**src/common/sapc_regs.svh**
```systemverilog
`ifndef SAPC_REGS_SVH
`define SAPC_REGS_SVH
`define SAPC_A_CFG1 8'h10
`define SAPC_A_CFG2 8'h14
`define SAPC_A_CFG3 8'h18
`define SAPC_A_CFG4 8'h1C
`define SAPC_A_DIN1L 8'h34
`define SAPC_A_DIN3L 8'h44
`define SAPC_A_DIN1R 8'h54
`define SAPC_A_DIN3R 8'h64
`define SAPC_A_DIN2 8'h74
`define SAPC_A_URX1 8'h88
`define SAPC_A_QRX1 8'h8C
`define SAPC_A_URX2 8'hD8
`define SAPC_A_QRX2 8'hDC
`define SAPC_A_IEN1 8'h94
`define SAPC_A_ISTAT1 8'h98
`define SAPC_A_ICLR1 8'h9C
`define SAPC_A_ISTAT2 8'hE0
`define SAPC_A_ICLR2 8'hE0
`define SAPC_A_IEN2 8'hE4
`define SAPC_CFG_RESET 32'h00000800
`define SAPC_CFG_MASK 32'h000FFFFF
`define SAPC_CFG4_MASK 32'h0000F000
`define SAPC_F_WCINV 1
`define SAPC_F_BPW 2
`define SAPC_F_MODE 5
`define SAPC_F_SIZE 6
`define SAPC_F_SRC 8
`define SAPC_F_FIFO 11
`define SAPC_F_CSEL 12
`define SAPC_F_SRCHI 16
`define SAPC_F_CFPOS 17
`define SAPC_F_CDINS 18
`define SAPC_BPW_64 3'h4
`define SAPC_BPW_48 3'h2
`define SAPC_HALF_64 6'h20
`define SAPC_HALF_48 6'h18
`define SAPC_HALF_32 6'h10
`define SAPC_SIZE_ZERO 2'h3
`define SAPC_SRC_ZERO 4'h0
`define SAPC_CSEL_EXT 4'h0
`define SAPC_CSEL_DIV2 4'hC
`define SAPC_CSEL_FOL1 4'h8
`define SAPC_CSEL_FOL2 4'h9
`define SAPC_CSEL_FOL3 4'hA
`define SAPC_DV24 5'h18
`define SAPC_DV16 5'h10
`define SAPC_DV12 5'h0C
`define SAPC_DV8 5'h08
`define SAPC_DV6 5'h06
`define SAPC_DV4 5'h04
`define SAPC_DV3 5'h03
`define SAPC_DV2 5'h02
`define SAPC_CF_AFTER 6'h01
`define SAPC_CF_BEFORE 6'h06
`define SAPC_B_DIN1F 0
`define SAPC_B_DIN2F 1
`define SAPC_B_TXE3 2
`define SAPC_B_TXE2 3
`define SAPC_B_TXE1 4
`define SAPC_B_DIN3F 5
`define SAPC_B_DIN3R 6
`define SAPC_B_RX2ERR 7
`define SAPC_B_TICK 8
`define SAPC_B_DIN2R 9
`define SAPC_B_DIN2UO 10
`define SAPC_B_DIN1R 11
`define SAPC_B_DIN1UO 12
`define SAPC_B_UQERR 13
`define SAPC_B_UQSYNC 14
`define SAPC_B_QOVR 15
`define SAPC_B_QFULL 16
`define SAPC_B_UOVR 17
`define SAPC_B_UFULL2 18
`define SAPC_B_PAR2 22
`define SAPC_B_SYM2 23
`define SAPC_B_VAL2 24
`define SAPC_B_CNEW2 25
`define SAPC_STAT1_MASK 32'h0003FFFF
`define SAPC_STAT2_MASK 32'h03C7E000
`define SAPC_CLR1_MASK 32'h0002FFC0
`define SAPC_CLR2_MASK 32'h03C2E000
`endif

```
**src/common/sapc_pkg.sv**
```systemverilog
package sapc_pkg;
  typedef struct packed {
    logic sclk_o;
    logic sclk_oe;
    logic word_clock_o;
    logic word_clock_oe;
  } sapc_pins_t;

  typedef struct packed {
    logic [2:0] data_in_full;
    logic [2:0] tx_empty;
    logic [1:0] data_in_under_over;
    logic [2:0] data_in_resync;
    logic tick_event;
    logic rx1_u_overrun;
    logic rx1_q_full;
    logic rx1_q_overrun;
    logic rx1_uq_sync;
    logic rx1_uq_frame_err;
    logic [2:0] rx2_uq_combined_err;
    logic rx2_new_c_channel;
    logic rx2_validity_clear;
    logic rx2_symbol_err;
    logic rx2_parity_err;
    logic rx2_u_full;
    logic rx2_u_overrun;
    logic rx2_q_full;
    logic rx2_q_overrun;
    logic rx2_uq_sync;
    logic rx2_uq_frame_err;
  } sapc_evt_t;

  typedef enum logic [1:0] {FIFO_HELD, FIFO_ARMED, FIFO_RUN} sapc_fifo_st_t;
endpackage

```
**src/design/sapc_top.sv**
```systemverilog
`timescale 1ns/10ps
`include "sapc_regs.svh"
module sapc_top #(
  parameter int NCLK = 4,
  parameter int NTX = 2
) (
  input wire logic clk,
  input wire logic nrst,
  input wire logic audio_ce,
  input wire logic [7:0] addr,
  input wire logic [31:0] wdata,
  input wire logic wr,
  input wire logic rd,
  output logic [31:0] rdata,
  input wire logic [NCLK-1:0] sclk_in,
  input wire logic [NCLK-1:0] word_clock_in,
  output sapc_pkg::sapc_pins_t [NCLK-1:0] pins,
  output logic [NCLK-1:0] word_clock,
  output logic [NCLK-1:0] bit_fall,
  input wire logic correction_flag_in,
  output logic correction_flag_q,
  output logic cd_flag_insert,
  input wire sapc_pkg::sapc_evt_t evt,
  input wire logic [2:0] tx_fifo_wr,
  output logic [NTX-1:0] tx_fifo_reset,
  output logic [NTX-1:0] tx_zero,
  output logic [NTX-1:0][3:0] transmit_source_select,
  output logic [2:0] port_zero,
  output logic [2:0] port_eiaj,
  output logic [31:0] irq_req1,
  output logic [31:0] irq_req2
);

  ////////////////////////////////////////////////////////////////////////
  // register file
  logic [31:0] cfg_q [NCLK];
  logic [31:0] ien1_q, ien2_q, stat1_q, stat2_q;
  logic rd_din1, rd_din2, rd_din3, rd_q1, rd_u2, rd_q2;

  assign rd_din1 = rd && (addr == `SAPC_A_DIN1L || addr == `SAPC_A_DIN1R);
  assign rd_din3 = rd && (addr == `SAPC_A_DIN3L || addr == `SAPC_A_DIN3R);
  assign rd_din2 = rd && addr == `SAPC_A_DIN2;
  assign rd_q1 = rd && addr == `SAPC_A_QRX1;
  assign rd_u2 = rd && addr == `SAPC_A_URX2;
  assign rd_q2 = rd && addr == `SAPC_A_QRX2;

  always_ff @(posedge clk or negedge nrst) begin
    if (!nrst) begin
      for (int i = 0; i < NCLK; i++) begin
        cfg_q[i] <= `SAPC_CFG_RESET;
      end
    end else if (wr) begin
      unique case (addr)
        `SAPC_A_CFG1: cfg_q[0] <= wdata & `SAPC_CFG_MASK;
        `SAPC_A_CFG2: cfg_q[1] <= wdata & `SAPC_CFG_MASK;
        `SAPC_A_CFG3: cfg_q[2] <= wdata & `SAPC_CFG_MASK;
        `SAPC_A_CFG4: cfg_q[3] <= (wdata & `SAPC_CFG4_MASK) | `SAPC_CFG_RESET;
        default: ;
      endcase
    end
  end

  always_ff @(posedge clk or negedge nrst) begin
    if (!nrst) begin
      ien1_q <= 32'h00000000;
      ien2_q <= 32'h00000000;
    end else if (wr) begin
      if (addr == `SAPC_A_IEN1) begin
        ien1_q <= wdata & `SAPC_STAT1_MASK;
      end
      if (addr == `SAPC_A_IEN2) begin
        ien2_q <= wdata & `SAPC_STAT2_MASK;
      end
    end
  end

  always_ff @(posedge clk or negedge nrst) begin
    if (!nrst) begin
      rdata <= 32'h00000000;
    end else if (rd) begin
      unique case (addr)
        `SAPC_A_CFG1: rdata <= cfg_q[0];
        `SAPC_A_CFG2: rdata <= cfg_q[1];
        `SAPC_A_CFG3: rdata <= cfg_q[2];
        `SAPC_A_CFG4: rdata <= cfg_q[3] & `SAPC_CFG4_MASK;
        `SAPC_A_IEN1: rdata <= ien1_q;
        `SAPC_A_IEN2: rdata <= ien2_q;
        `SAPC_A_ISTAT1: rdata <= stat1_q;
        `SAPC_A_ISTAT2: rdata <= stat2_q;
        default: rdata <= 32'h00000000;
      endcase
    end else begin
      // read data last one cycle only
      rdata <= 32'h00000000;
    end
  end

  ////////////////////////////////////////////////////////////////////////
  // transmit FIFO control for ports 1 and 2
  sapc_pkg::sapc_fifo_st_t fst_q [NTX];
  logic [NTX-1:0] src_zero;

  for (genvar t = 0; t < NTX; t++) begin : g_tx
    logic [3:0] src;
    logic ctl;
    assign src = {cfg_q[t][`SAPC_F_SRCHI], cfg_q[t][`SAPC_F_SRC +: 3]};
    assign ctl = cfg_q[t][`SAPC_F_FIFO];
    assign src_zero[t] = src == `SAPC_SRC_ZERO;

    always_ff @(posedge clk or negedge nrst) begin
      if (!nrst) begin
        fst_q[t] <= sapc_pkg::FIFO_HELD;
      end else begin
        unique case (fst_q[t])
          sapc_pkg::FIFO_HELD: if (!ctl) fst_q[t] <= sapc_pkg::FIFO_ARMED;
          sapc_pkg::FIFO_ARMED: begin
            if (ctl) begin
              fst_q[t] <= sapc_pkg::FIFO_HELD;
            end else if (tx_fifo_wr[t]) begin
              fst_q[t] <= sapc_pkg::FIFO_RUN;
            end
          end
          sapc_pkg::FIFO_RUN: if (ctl) fst_q[t] <= sapc_pkg::FIFO_HELD;
        endcase
      end
    end

    // clock select is sampled by the clock logic at all times; changing it
    // outside FIFO reset gives glitchy bit clocks
    always_ff @(posedge clk or negedge nrst) begin
      if (!nrst) begin
        tx_fifo_reset[t] <= 1'b1;
        tx_zero[t] <= 1'b1;
        transmit_source_select[t] <= 4'h0;
      end else begin
        tx_fifo_reset[t] <= fst_q[t] != sapc_pkg::FIFO_RUN;
        tx_zero[t] <= src_zero[t];
        transmit_source_select[t] <= src;
      end
    end
  end

  always_ff @(posedge clk or negedge nrst) begin
    if (!nrst) begin
      port_zero <= 3'h0;
      port_eiaj <= 3'h0;
      cd_flag_insert <= 1'b0;
    end else begin
      for (int p = 0; p < 3; p++) begin
        port_zero[p] <= cfg_q[p][`SAPC_F_SIZE +: 2] == `SAPC_SIZE_ZERO;
        port_eiaj[p] <= cfg_q[p][`SAPC_F_MODE];
      end
      cd_flag_insert <= cfg_q[0][`SAPC_F_CDINS];
    end
  end

  ////////////////////////////////////////////////////////////////////////
  // status flags
  logic [31:0] set1, clr1, set2, clr2;

  // event seen in status one cycle later
  always_comb begin
    set1 = 32'h00000000;
    set1[`SAPC_B_DIN1F] = evt.data_in_full[0];
    set1[`SAPC_B_DIN2F] = evt.data_in_full[1];
    set1[`SAPC_B_DIN3F] = evt.data_in_full[2];
    // zero source masks the FIFO exceptions of ports 1 and 2 only
    set1[`SAPC_B_TXE1] = evt.tx_empty[0] && !src_zero[0];
    set1[`SAPC_B_TXE2] = evt.tx_empty[1] && !src_zero[1];
    set1[`SAPC_B_TXE3] = evt.tx_empty[2];
    set1[`SAPC_B_DIN3R] = evt.data_in_resync[2];
    set1[`SAPC_B_RX2ERR] = |evt.rx2_uq_combined_err;
    set1[`SAPC_B_TICK] = evt.tick_event;
    set1[`SAPC_B_DIN2R] = evt.data_in_resync[1];
    set1[`SAPC_B_DIN2UO] = evt.data_in_under_over[1];
    set1[`SAPC_B_DIN1R] = evt.data_in_resync[0];
    set1[`SAPC_B_DIN1UO] = evt.data_in_under_over[0];
    set1[`SAPC_B_UQERR] = evt.rx1_uq_frame_err;
    set1[`SAPC_B_UQSYNC] = evt.rx1_uq_sync;
    set1[`SAPC_B_QOVR] = evt.rx1_q_overrun;
    set1[`SAPC_B_QFULL] = evt.rx1_q_full;
    set1[`SAPC_B_UOVR] = evt.rx1_u_overrun;
    clr1 = 32'h00000000;
    if (wr && addr == `SAPC_A_ICLR1) begin
      clr1 = wdata & `SAPC_CLR1_MASK;
    end
    clr1[`SAPC_B_DIN1F] = rd_din1;
    clr1[`SAPC_B_DIN2F] = rd_din2;
    clr1[`SAPC_B_DIN3F] = rd_din3;
    clr1[`SAPC_B_TXE1] = tx_fifo_wr[0];
    clr1[`SAPC_B_TXE2] = tx_fifo_wr[1];
    clr1[`SAPC_B_TXE3] = tx_fifo_wr[2];
    clr1[`SAPC_B_QFULL] = rd_q1;
  end

  always_comb begin
    set2 = 32'h00000000;
    set2[`SAPC_B_CNEW2] = evt.rx2_new_c_channel;
    set2[`SAPC_B_VAL2] = evt.rx2_validity_clear;
    set2[`SAPC_B_SYM2] = evt.rx2_symbol_err;
    set2[`SAPC_B_PAR2] = evt.rx2_parity_err;
    set2[`SAPC_B_UFULL2] = evt.rx2_u_full;
    set2[`SAPC_B_UOVR] = evt.rx2_u_overrun;
    set2[`SAPC_B_QFULL] = evt.rx2_q_full;
    set2[`SAPC_B_QOVR] = evt.rx2_q_overrun;
    set2[`SAPC_B_UQSYNC] = evt.rx2_uq_sync;
    set2[`SAPC_B_UQERR] = evt.rx2_uq_frame_err;
    clr2 = 32'h00000000;
    if (wr && addr == `SAPC_A_ICLR2) begin
      clr2 = wdata & `SAPC_CLR2_MASK;
    end
    clr2[`SAPC_B_UFULL2] = rd_u2;
    clr2[`SAPC_B_QFULL] = rd_q2;
  end

  always_ff @(posedge clk or negedge nrst) begin
    if (!nrst) begin
      stat1_q <= 32'h00000000;
      stat2_q <= 32'h00000000;
    end else begin
      // set or-ed last: events never lost
      stat1_q <= ((stat1_q & ~clr1) | set1) & `SAPC_STAT1_MASK;
      stat2_q <= ((stat2_q & ~clr2) | set2) & `SAPC_STAT2_MASK;
    end
  end

  always_ff @(posedge clk or negedge nrst) begin
    if (!nrst) begin
      irq_req1 <= 32'h00000000;
      irq_req2 <= 32'h00000000;
    end else begin
      // requests lag status by one cycle
      irq_req1 <= stat1_q & ien1_q;
      irq_req2 <= stat2_q & ien2_q;
    end
  end

  ////////////////////////////////////////////////////////////////////////
  // bit and word clock per port
  logic [NCLK-1:0] sclk_r, word_clock_r, fall_r;
  logic [5:0] bitcnt_q [NCLK];
  logic [5:0] half_w [NCLK];

  // ratio per clock select code
  function automatic logic [4:0] div_of(input logic [3:0] sel);
    unique case (sel)
      4'h1: div_of = `SAPC_DV24;
      4'h2: div_of = `SAPC_DV16;
      4'h3: div_of = `SAPC_DV12;
      4'h4: div_of = `SAPC_DV8;
      4'h5: div_of = `SAPC_DV6;
      4'h6: div_of = `SAPC_DV4;
      4'h7: div_of = `SAPC_DV3;
      default: div_of = `SAPC_DV2;
    endcase
  endfunction

  for (genvar i = 0; i < NCLK; i++) begin : g_clk
    logic [3:0] csel;
    logic [2:0] bpw;
    logic wcinv, is_int, is_fol;
    logic [1:0] fsel;
    logic s1_q, s2_q, s3_q, l1_q, l2_q, l3_q;
    logic [4:0] cnt_q, div, nxt, high;
    assign csel = cfg_q[i][`SAPC_F_CSEL +: 4];
    assign bpw = cfg_q[i][`SAPC_F_BPW +: 3];
    assign wcinv = cfg_q[i][`SAPC_F_WCINV];
    assign is_int = (csel >= 4'h1 && csel <= 4'h7) || csel == `SAPC_CSEL_DIV2;
    assign is_fol = csel >= `SAPC_CSEL_FOL1 && csel <= `SAPC_CSEL_FOL3;
    assign fsel = csel[1:0];
    assign div = div_of(csel);
    assign high = div - {1'b0, div[4:1]};
    assign nxt = (cnt_q >= div - 5'h01) ? 5'h00 : cnt_q + 5'h01;
    // unlisted codes run as 32 bits per word clock
    assign half_w[i] = (bpw == `SAPC_BPW_64) ? `SAPC_HALF_64 :
                       (bpw == `SAPC_BPW_48) ? `SAPC_HALF_48 : `SAPC_HALF_32;

    // pins are asynchronous; only the second and third stages feed logic
    always_ff @(posedge clk or negedge nrst) begin
      if (!nrst) begin
        {s1_q, s2_q, s3_q, l1_q, l2_q, l3_q} <= 6'h00;
      end else begin
        {s1_q, s2_q, s3_q} <= {sclk_in[i], s1_q, s2_q};
        {l1_q, l2_q, l3_q} <= {word_clock_in[i], l1_q, l2_q};
      end
    end

    always_ff @(posedge clk or negedge nrst) begin
      if (!nrst) begin
        cnt_q <= 5'h00;
        sclk_r[i] <= 1'b0;
        fall_r[i] <= 1'b0;
      end else if (csel == `SAPC_CSEL_EXT) begin
        sclk_r[i] <= s2_q;
        fall_r[i] <= s3_q && !s2_q;
      end else if (is_fol) begin
        // follows the other port one cycle late, so no loop forms
        sclk_r[i] <= sclk_r[fsel];
        fall_r[i] <= fall_r[fsel];
      end else if (is_int) begin
        fall_r[i] <= audio_ce && sclk_r[i] && nxt >= high;
        if (audio_ce) begin
          cnt_q <= nxt;
          sclk_r[i] <= nxt < high;
        end
      end else begin
        fall_r[i] <= 1'b0;
      end
    end

    always_ff @(posedge clk or negedge nrst) begin
      if (!nrst) begin
        word_clock_r[i] <= 1'b0;
        bitcnt_q[i] <= 6'h00;
      end else if (csel == `SAPC_CSEL_EXT) begin
        word_clock_r[i] <= l2_q ^ wcinv;
        if (l3_q != l2_q) begin
          bitcnt_q[i] <= 6'h00;
        end else if (fall_r[i]) begin
          bitcnt_q[i] <= bitcnt_q[i] + 6'h01;
        end
      end else if (is_fol) begin
        word_clock_r[i] <= word_clock_r[fsel];
        bitcnt_q[i] <= bitcnt_q[fsel];
      end else if (is_int && fall_r[i]) begin
        if (bitcnt_q[i] >= half_w[i] - 6'h01) begin
          bitcnt_q[i] <= 6'h00;
          word_clock_r[i] <= !word_clock_r[i];
        end else begin
          bitcnt_q[i] <= bitcnt_q[i] + 6'h01;
        end
      end
    end

    // master: inverted out and back in, so the datapath sees word_clock_r
    always_ff @(posedge clk or negedge nrst) begin
      if (!nrst) begin
        pins[i] <= '0;
        word_clock[i] <= 1'b0;
        bit_fall[i] <= 1'b0;
      end else begin
        pins[i].sclk_o <= sclk_r[i];
        pins[i].sclk_oe <= csel != `SAPC_CSEL_EXT;
        pins[i].word_clock_o <= word_clock_r[i] ^ wcinv;
        pins[i].word_clock_oe <= csel != `SAPC_CSEL_EXT && i < 3;
        word_clock[i] <= word_clock_r[i];
        bit_fall[i] <= fall_r[i];
      end
    end
  end

  ////////////////////////////////////////////////////////////////////////
  // correction flag capture, port 1 receiver
  logic cf1_q, cf2_q;
  logic [5:0] cf_at;

  // counted in falls since word clock edge
  assign cf_at = cfg_q[0][`SAPC_F_CFPOS] ? half_w[0] - `SAPC_CF_BEFORE : `SAPC_CF_AFTER;

  always_ff @(posedge clk or negedge nrst) begin
    if (!nrst) begin
      cf1_q <= 1'b0;
      cf2_q <= 1'b0;
      correction_flag_q <= 1'b0;
    end else begin
      cf1_q <= correction_flag_in;
      cf2_q <= cf1_q;
      if (cfg_q[0][`SAPC_F_CDINS] && fall_r[0] && bitcnt_q[0] == cf_at) begin
        correction_flag_q <= cf2_q;
      end
    end
  end

endmodule // sapc_top

```
**config.mk**
```make
export PLATFORM = sky130hd
export DESIGN_NAME = sapc_top
export DESIGN_NICKNAME = d
export VERILOG_FILES = /design/src/common/sapc_pkg.sv /design/src/design/sapc_top.sv
export VERILOG_INCLUDE_DIRS = /design/src /design/src/common
export SDC_FILE = /design/constraint.sdc
export NUM_CORES = 1
export LEC_CHECK = 0
export BUFFER_PORTS_ARGS = -buffer_cell sky130_fd_sc_hd__buf_2
export CORE_ASPECT_RATIO = 2
export CORE_MARGIN = 5
export CORE_UTILIZATION = 35
export CTS_CLUSTER_DIAMETER = 30
export DETAILED_ROUTE_END_ITERATION = 8
export GPL_TIMING_DRIVEN = 0
export HOLD_SLACK_MARGIN = 0.08
export PLACE_DENSITY = 0.51
export SLEW_MARGIN = 25
export SYNTH_ARGS = -nofsm -noshare
export SYNTH_HDL_FRONTEND = slang
export SYNTH_SLANG_ARGS = --single-unit
export TNS_END_PERCENT = 10
```
**constraint.sdc**
```tcl
create_clock -name clk -period 3.6 [get_ports clk]
set_input_delay 0 -clock clk [delete_from_list [all_inputs] [get_ports clk]]
set_output_delay 0 -clock clk [all_outputs]
set_load 0.03 [all_outputs]
```
Word-level counts from Yosys, hierarchy flattened. Cells that the tools add are included. Widths: inputs -> output; s select.

Magnitude comparators: 40. Multiplexer cells: 133. Multiply operators: 0. Shifts and indexed selects: 0. Bitwise operators: 26. Equality and inequality tests: 79. Reductions and logical operators: 105. Add/subtract/negate cells: 20. Divide/modulo/power cells: 0.

Operators by type and width (number): $mux 6 (36); $pmux 26 s8 (1); $pmux 5 s7 (4); $eq 4x3->1 const B (16); $eq 8x8->1 const B (8); $mux 1 (56); $and 26x26->26 (2); $mux 26 (2); $bmux 6 s2 (4); $reduce_bool 3->1 (16); $ge 5x5->1 (8); $and 18x18->18 (2); $logic_and 1x1->1 (36); $reduce_and 2->1 (18); $eq 4x2->1 const B (8); $eq 8x5->1 const B (4); $eq 8x7->1 const B (4); $not 26->26 (1); $or 26x26->26 (1); $add 6x1->6 const B (4); $bmux 1 s2 (12); $logic_not 4->1 (6); $add 5x1->5 const B (4); $lt 5x5->1 (4); other kinds (41) (146).

ROM bits: 0. Latch bits: 0. Word-level logic and storage cells: 491. Memories: 0. RAM bits: 0. Register bits after elaboration: 321.

Depth between registers and ports, before layout.
Word-level depth: 10. Gate-level depth with buffers: 19. Gate-level depth less buffers: 17.

Least setup slack after synthesis. No wires, ideal clock.

Path kind: flip-flop to flip-flop. Start: register cfg_q[44] (netlist bit). End: register sclk_r[2]. Arrival: 3.816 ns. Period minus slack after synthesis: 3.941 ns. Path buffers: 2. Library setup time: 0.125 ns. Stages on the path, launching flop included: 20. Path slack: -0.341 ns. Required time: 3.475 ns. Cell sequence: dfrtp_1 -> buf_2 -> buf_1 -> a21oi_1 -> a311oi_1 -> inv_1 -> ha_1 -> inv_1 -> o21ai_0 -> xor2_1 -> ha_1 -> nand2_1 -> o21ai_0 -> a21oi_1 -> ha_1 -> and3_1 -> o21ai_0 -> a31oi_1 -> a211oi_1 -> mux2_2.

Longest elaborated chain between the ends: 10. Elaborated cells between the ends (all ways): 31.

RTL lines: start: declaration (line sapc_top.sv:36) `logic [31:0] cfg_q [NCLK];`; start signal: indexed assignment (line sapc_top.sv:50) `` cfg_q[i] <= `SAPC_CFG_RESET; ``; $eq 4x3->1 (tied with other cells) (line sapc_top.sv:246) `unique case (sel)`; $pmux 5 s7 (*) (line sapc_top.sv:246); $sub 5x1->5 (*) (line sapc_top.sv:273) `assign nxt = (cnt_q >= div - 5'h01) ? 5'h00 : cnt_q + 5'h01;`; $ge 5x5->1 (*) (line sapc_top.sv:273); $mux 5 (*) (line sapc_top.sv:273); named net g_clk[2].nxt[4] (line sapc_top.sv:264) `logic [4:0] cnt_q, div, nxt, high;`; $lt 5x5->1 (*) (line sapc_top.sv:304) `sclk_r[i] <= nxt < high;`; $mux 1 (*) (line sapc_top.sv:302) `if (audio_ce) begin`; $mux 1 (*) (line sapc_top.sv:300) `end else if (is_int) begin`; $mux 1 (*) (line sapc_top.sv:296) `end else if (is_fol) begin`; $mux 1 (*) (line sapc_top.sv:293) `` end else if (csel == `SAPC_CSEL_EXT) begin ``; end signal: indexed assignment (line sapc_top.sv:294) `sclk_r[i] <= s2_q;`; end signal: indexed assignment (line sapc_top.sv:298) `sclk_r[i] <= sclk_r[fsel];`; end signal: indexed assignment (line sapc_top.sv:304); end: declaration (line sapc_top.sv:240) `logic [NCLK-1:0] sclk_r, word_clock_r, fall_r;`.

Mark *: on every way through the listed nets, which the timed path passes. The rest lies on a longest branch. The select of a mux whose other input is x is not followed. A chain may end at the register's enable or synchronous reset.

Worst setup path after layout.
Start: register cfg_q[44] (netlist bit). End: register sclk_r[2].

Longest elaborated chain between the ends: 10. Elaborated cells between the ends (all ways): 31.

RTL lines (line): $eq 4x3->1 (tied with other cells) (sapc_top.sv:246); $pmux 5 s7 (sapc_top.sv:246); $sub 5x1->5 (sapc_top.sv:273); $ge 5x5->1 (sapc_top.sv:273); $mux 5 (sapc_top.sv:273); $lt 5x5->1 (sapc_top.sv:304); $mux 1 (sapc_top.sv:302); $mux 1 (sapc_top.sv:300); $mux 1 (sapc_top.sv:296); $mux 1 (sapc_top.sv:293).

Parallel ways exist; a longest one is shown, timed or not. The select of a mux whose other input is x is not followed.

==> run_results.csv <==
group,metric,value,unit
floorplanning,initial_core_util,35.4,%
final_layout,nNetsFinal,2160,
sta,worst_pin_slew,0.925,ns
sta,timing.final.crit_share,97.8,%
sta,slew_headroom,38.4,%
pwr,power_switching,4.21,mW
floorplanning,rows,111,
place,gp_congestion,0.906,
synth,yosys.area.top_type_share,44.6,%
worst_setup_path,endpoint_kind,"register",
synth,synth.largest_area_cell,"dfrtp_1",
grt,grt_pass1_vias,14400,
sta,hold_viol,0,
route,drc_errors,0,
floorplanning,core_area,0.0460,mm2
clock_tree,clock_path_buffers,3,
grt,antenna_found_initial,2,
synth,ys_async_sr_fraction,100,%
sta,fmax,284,MHz
sta,fin_worst_skew,0.0172,ns
route,drt_iter0_markers,719,
place,dpl_worst_slack,-0.792,ns
synth,yosys-top-cells-area,"dfrtp_1 45%, mux2_2 7.5%, ha_1 7.3%",
pwr,finalPower,12.3,mW
floorplanning,dieArea,0.0512,mm2
final_layout,nFillCells,4322,
sta,rsz0062_at_grt,"true",
clock_tree,clk_latency,0.57,ns
grt,grt_pass1_wl,83100,um
clock_tree,cts_max_level,2,
synth,netlist_area,0.0163,mm2
route,wire_per_inst,20.7,um
grt,grt.overflow.total,0,
place,hpwl,40400,um
sta,setup_ws,0.0802,ns
pwr,combPwrFrac,29.1,%
sta,min_period,3.52,ns
route,postRouteAntennaNets,0,
clock_tree,cts_made_buffers,46,
grt,grt_max_degree,91,
sta,setup_violations,0,
synth,synth-seq-cells,297,
place,place_inst,2389,
worst_setup_path,arrival,3.98,ns
route,finalWirelength,54500,um
worst_hold_path,hold_class,"in -> reg",
pwr,swShare,34.3,%
clock_tree,clk_pin_slew_worst_paths,0.06,ns
pwr,ir_worst_vdd,0.496,mV
clock_tree,cts.sinks,297,
final_layout,utilization,47.5,%
sta,drv_slew,0,
final_layout,final_cells,2633,
synth,avgSynthCellArea,10.5,um2
synth,synth_most_common_cell,"dfrtp_1",
floorplanning,die_h,315,um
pwr,leakagePower,10.0,nW
floorplanning,die_w,163,um
clock_tree,cts_root_buf,"clkbuf_16",
final_layout,area_growth,34.1,%
clock_tree,cts_tree,"yes",
pwr,sequentialPowerShare,33.3,%
floorplanning,ioPinCount,227,
route,num_vias,13700,
synth,yosys_warnings,0,
route,firstDrtPassIters,5,
pwr,power.internal,8.07,mW
synth,ys_types,84,
synth,synth_edf_count,0,
synth,synth_common_cells,"290 x dfrtp_1, 109 x mux2_2, 101 x nand2_1",
pwr,clock_power_share,37.5,%
worst_setup_path,required,4.06,ns
synth,yosysSeqAreaShare,45.7,%
synth,synth_ff_type,"dfrtp_1",
place,io_buffers,170,
route,vias_per_cell,5.20,
worst_setup_path,start_kind,"register",
worst_setup_path,worstPathMaxFanout,6,
grt,grt.total_usage,21.0,%
outcome,status,"completed",
synth,synth_cells,1549,
final_layout,drive_gt1_share,30.8,%
worst_setup_path,critPathKind,"reg -> reg",
flow_run,maxCapViolations,0,
pwr,cellPowerDensity,563,mW/mm2
==> worst max-delay path, stage by stage (launching register included) <==
cell and delay, ns:
dfrtp_1 0.38, buf_6 0.14, buf_6 0.12, or3b_4 0.41
a21oi_4 0.15, inv_2 0.07, ha_4 0.16, nand2_4 0.07
xnor2_2 0.06, ha_1 0.33, a21oi_2 0.22, o21a_2 0.21
buf_4 0.12, nand2_1 0.06, ha_2 0.20, nor2b_4 0.11
o21ai_2 0.07, a31oi_1 0.19, a211oi_1 0.07, mux2_4 0.27
==> per-stage QoR <==
step	cell area (um2)	TNS, ns	hold slack (ns)
2_1_floorplan	16500	-0.136	-0.296
3_3_place_gp	18100	-974.47	0.109
3_5_place_dp	18200	-5.32	-0.0520
4_1_cts	21300	-0.00504	0.0983
5_1_grt	21800	-0.238	0.161
6_report	21800	0	0.114
==> layer usage <==
layer	share of wire (%)	vias to the layer above	routed length, um	GRT usage, %
met2	56	426	30500	41.3
met1	34	6781	18600	21.0
li1	-	6338	-	-
met4	5.5	0	3010	10.4
met5	0	-	0	0
met3	4.3	145	2370	3.05
==> timing repair <==
action / in CTS / in global routing
setup buffers: 16 / 34
pin swaps: 15 / 37
hold endpoints to repair: 271 / 0
hold buffers: 110 / 0
endpoints found under the setup margin: 8 / 8
resized for setup: 91 / 72
==> kinds of logic after synthesis <==
| group | count (synthesis) | share of synthesized area [%] |
|---|---|---|
| other | 2 | 0.0461 |
| flip-flops | 297 | 45.7 |
| multiplexers | 135 | 9.37 |
| XOR/XNOR | 42 | 2.26 |
| buffers and inverters | 193 | 5.87 |
| AO/OA/AOI/OAI | 376 | 15.7 |
| adder cells (fa/ha/maj) | 100 | 7.85 |
| AND/OR/NAND/NOR | 404 | 13.2 |
==> sequential cells by signal, summed over array words and instances, names as in the netlist, 11 cells and up <==
signal       cells
rdata           24
ien1_q          18
bitcnt_q        24
g_clk.cnt_q     20
pins            11
stat1_q         18
cfg_q           64
irq_req1        18
==> cells in the final DEF, fill, tap and decap left out, types with 26 or more instances in the layout <==
cell type,count
ha_1,89
a21oi_1,64
a21o_1,34
buf_4,105
dlygate4sd3_1,109
and2_1,41
o21ai_0,73
inv_1,53
nand2b_1,32
a22o_1,26
buf_2,187
mux2_2,108
conb_1,48
nand2_1,98
nand3_1,45
clkbuf_16,47
nor2_1,75
dfrtp_1,284
clkbuf_1,34
==> power groups by stage <==
stage	Clock [mW]	Combinational [mW]	Sequential (mW)
after floorplan	0	2.00	4.16
after CTS	4.71	3.29	4.10
final	4.61	3.58	4.10
after detailed placement	0	3.00	4.15
after global placement	0	2.90	4.15
after global routing	4.85	3.96	4.14
==> final cells by class <==
cell class / count / area (um2) / area share (%)
inverters: 63 / 236 / 1.08
repair buffers: 333 / 2440 / 11.2
clock buffers: 55 / 1270 / 5.80
well taps: 621 / 777 / 3.56
plain buffers: 128 / 883 / 4.05
diodes: 1 / 2.50 / 0.0115
clock inverters: 30 / 330 / 1.51
flip-flops and latches: 297 / 7450 / 34.1
multi-input cells: 1105 / 8450 / 38.7
==> worst paths after layout <==
| kind | endpoint | depth (start not counted) | start | slack [ns] |
|---|---|---|---|---|
| max | sclk_r[2]$_DFFE_PN0P_ | 19 | cfg_q[44]$_DFFE_PN0P_ | 0.08 |
| min | rdata[23]$_DFF_PN0_ | 5 | addr[6] | 0.11 |
| max reg2reg | sclk_r[2]$_DFFE_PN0P_ | 19 | cfg_q[44]$_DFFE_PN0P_ | 0.08 |
| min reg2reg | g_clk[2].l2_q$_DFF_PN0_ | 0 | g_clk[2].l1_q$_DFF_PN0_ | 0.35 |
| max in group asynchronous | g_clk[3].cnt_q[1]$_DFFE_PN0P_ | 5 | nrst | 2.12 |
| min in group asynchronous | port_zero[2]$_DFF_PN0_ | 4 | nrst | 0.58 |
(Power assumes the default switching activity.)
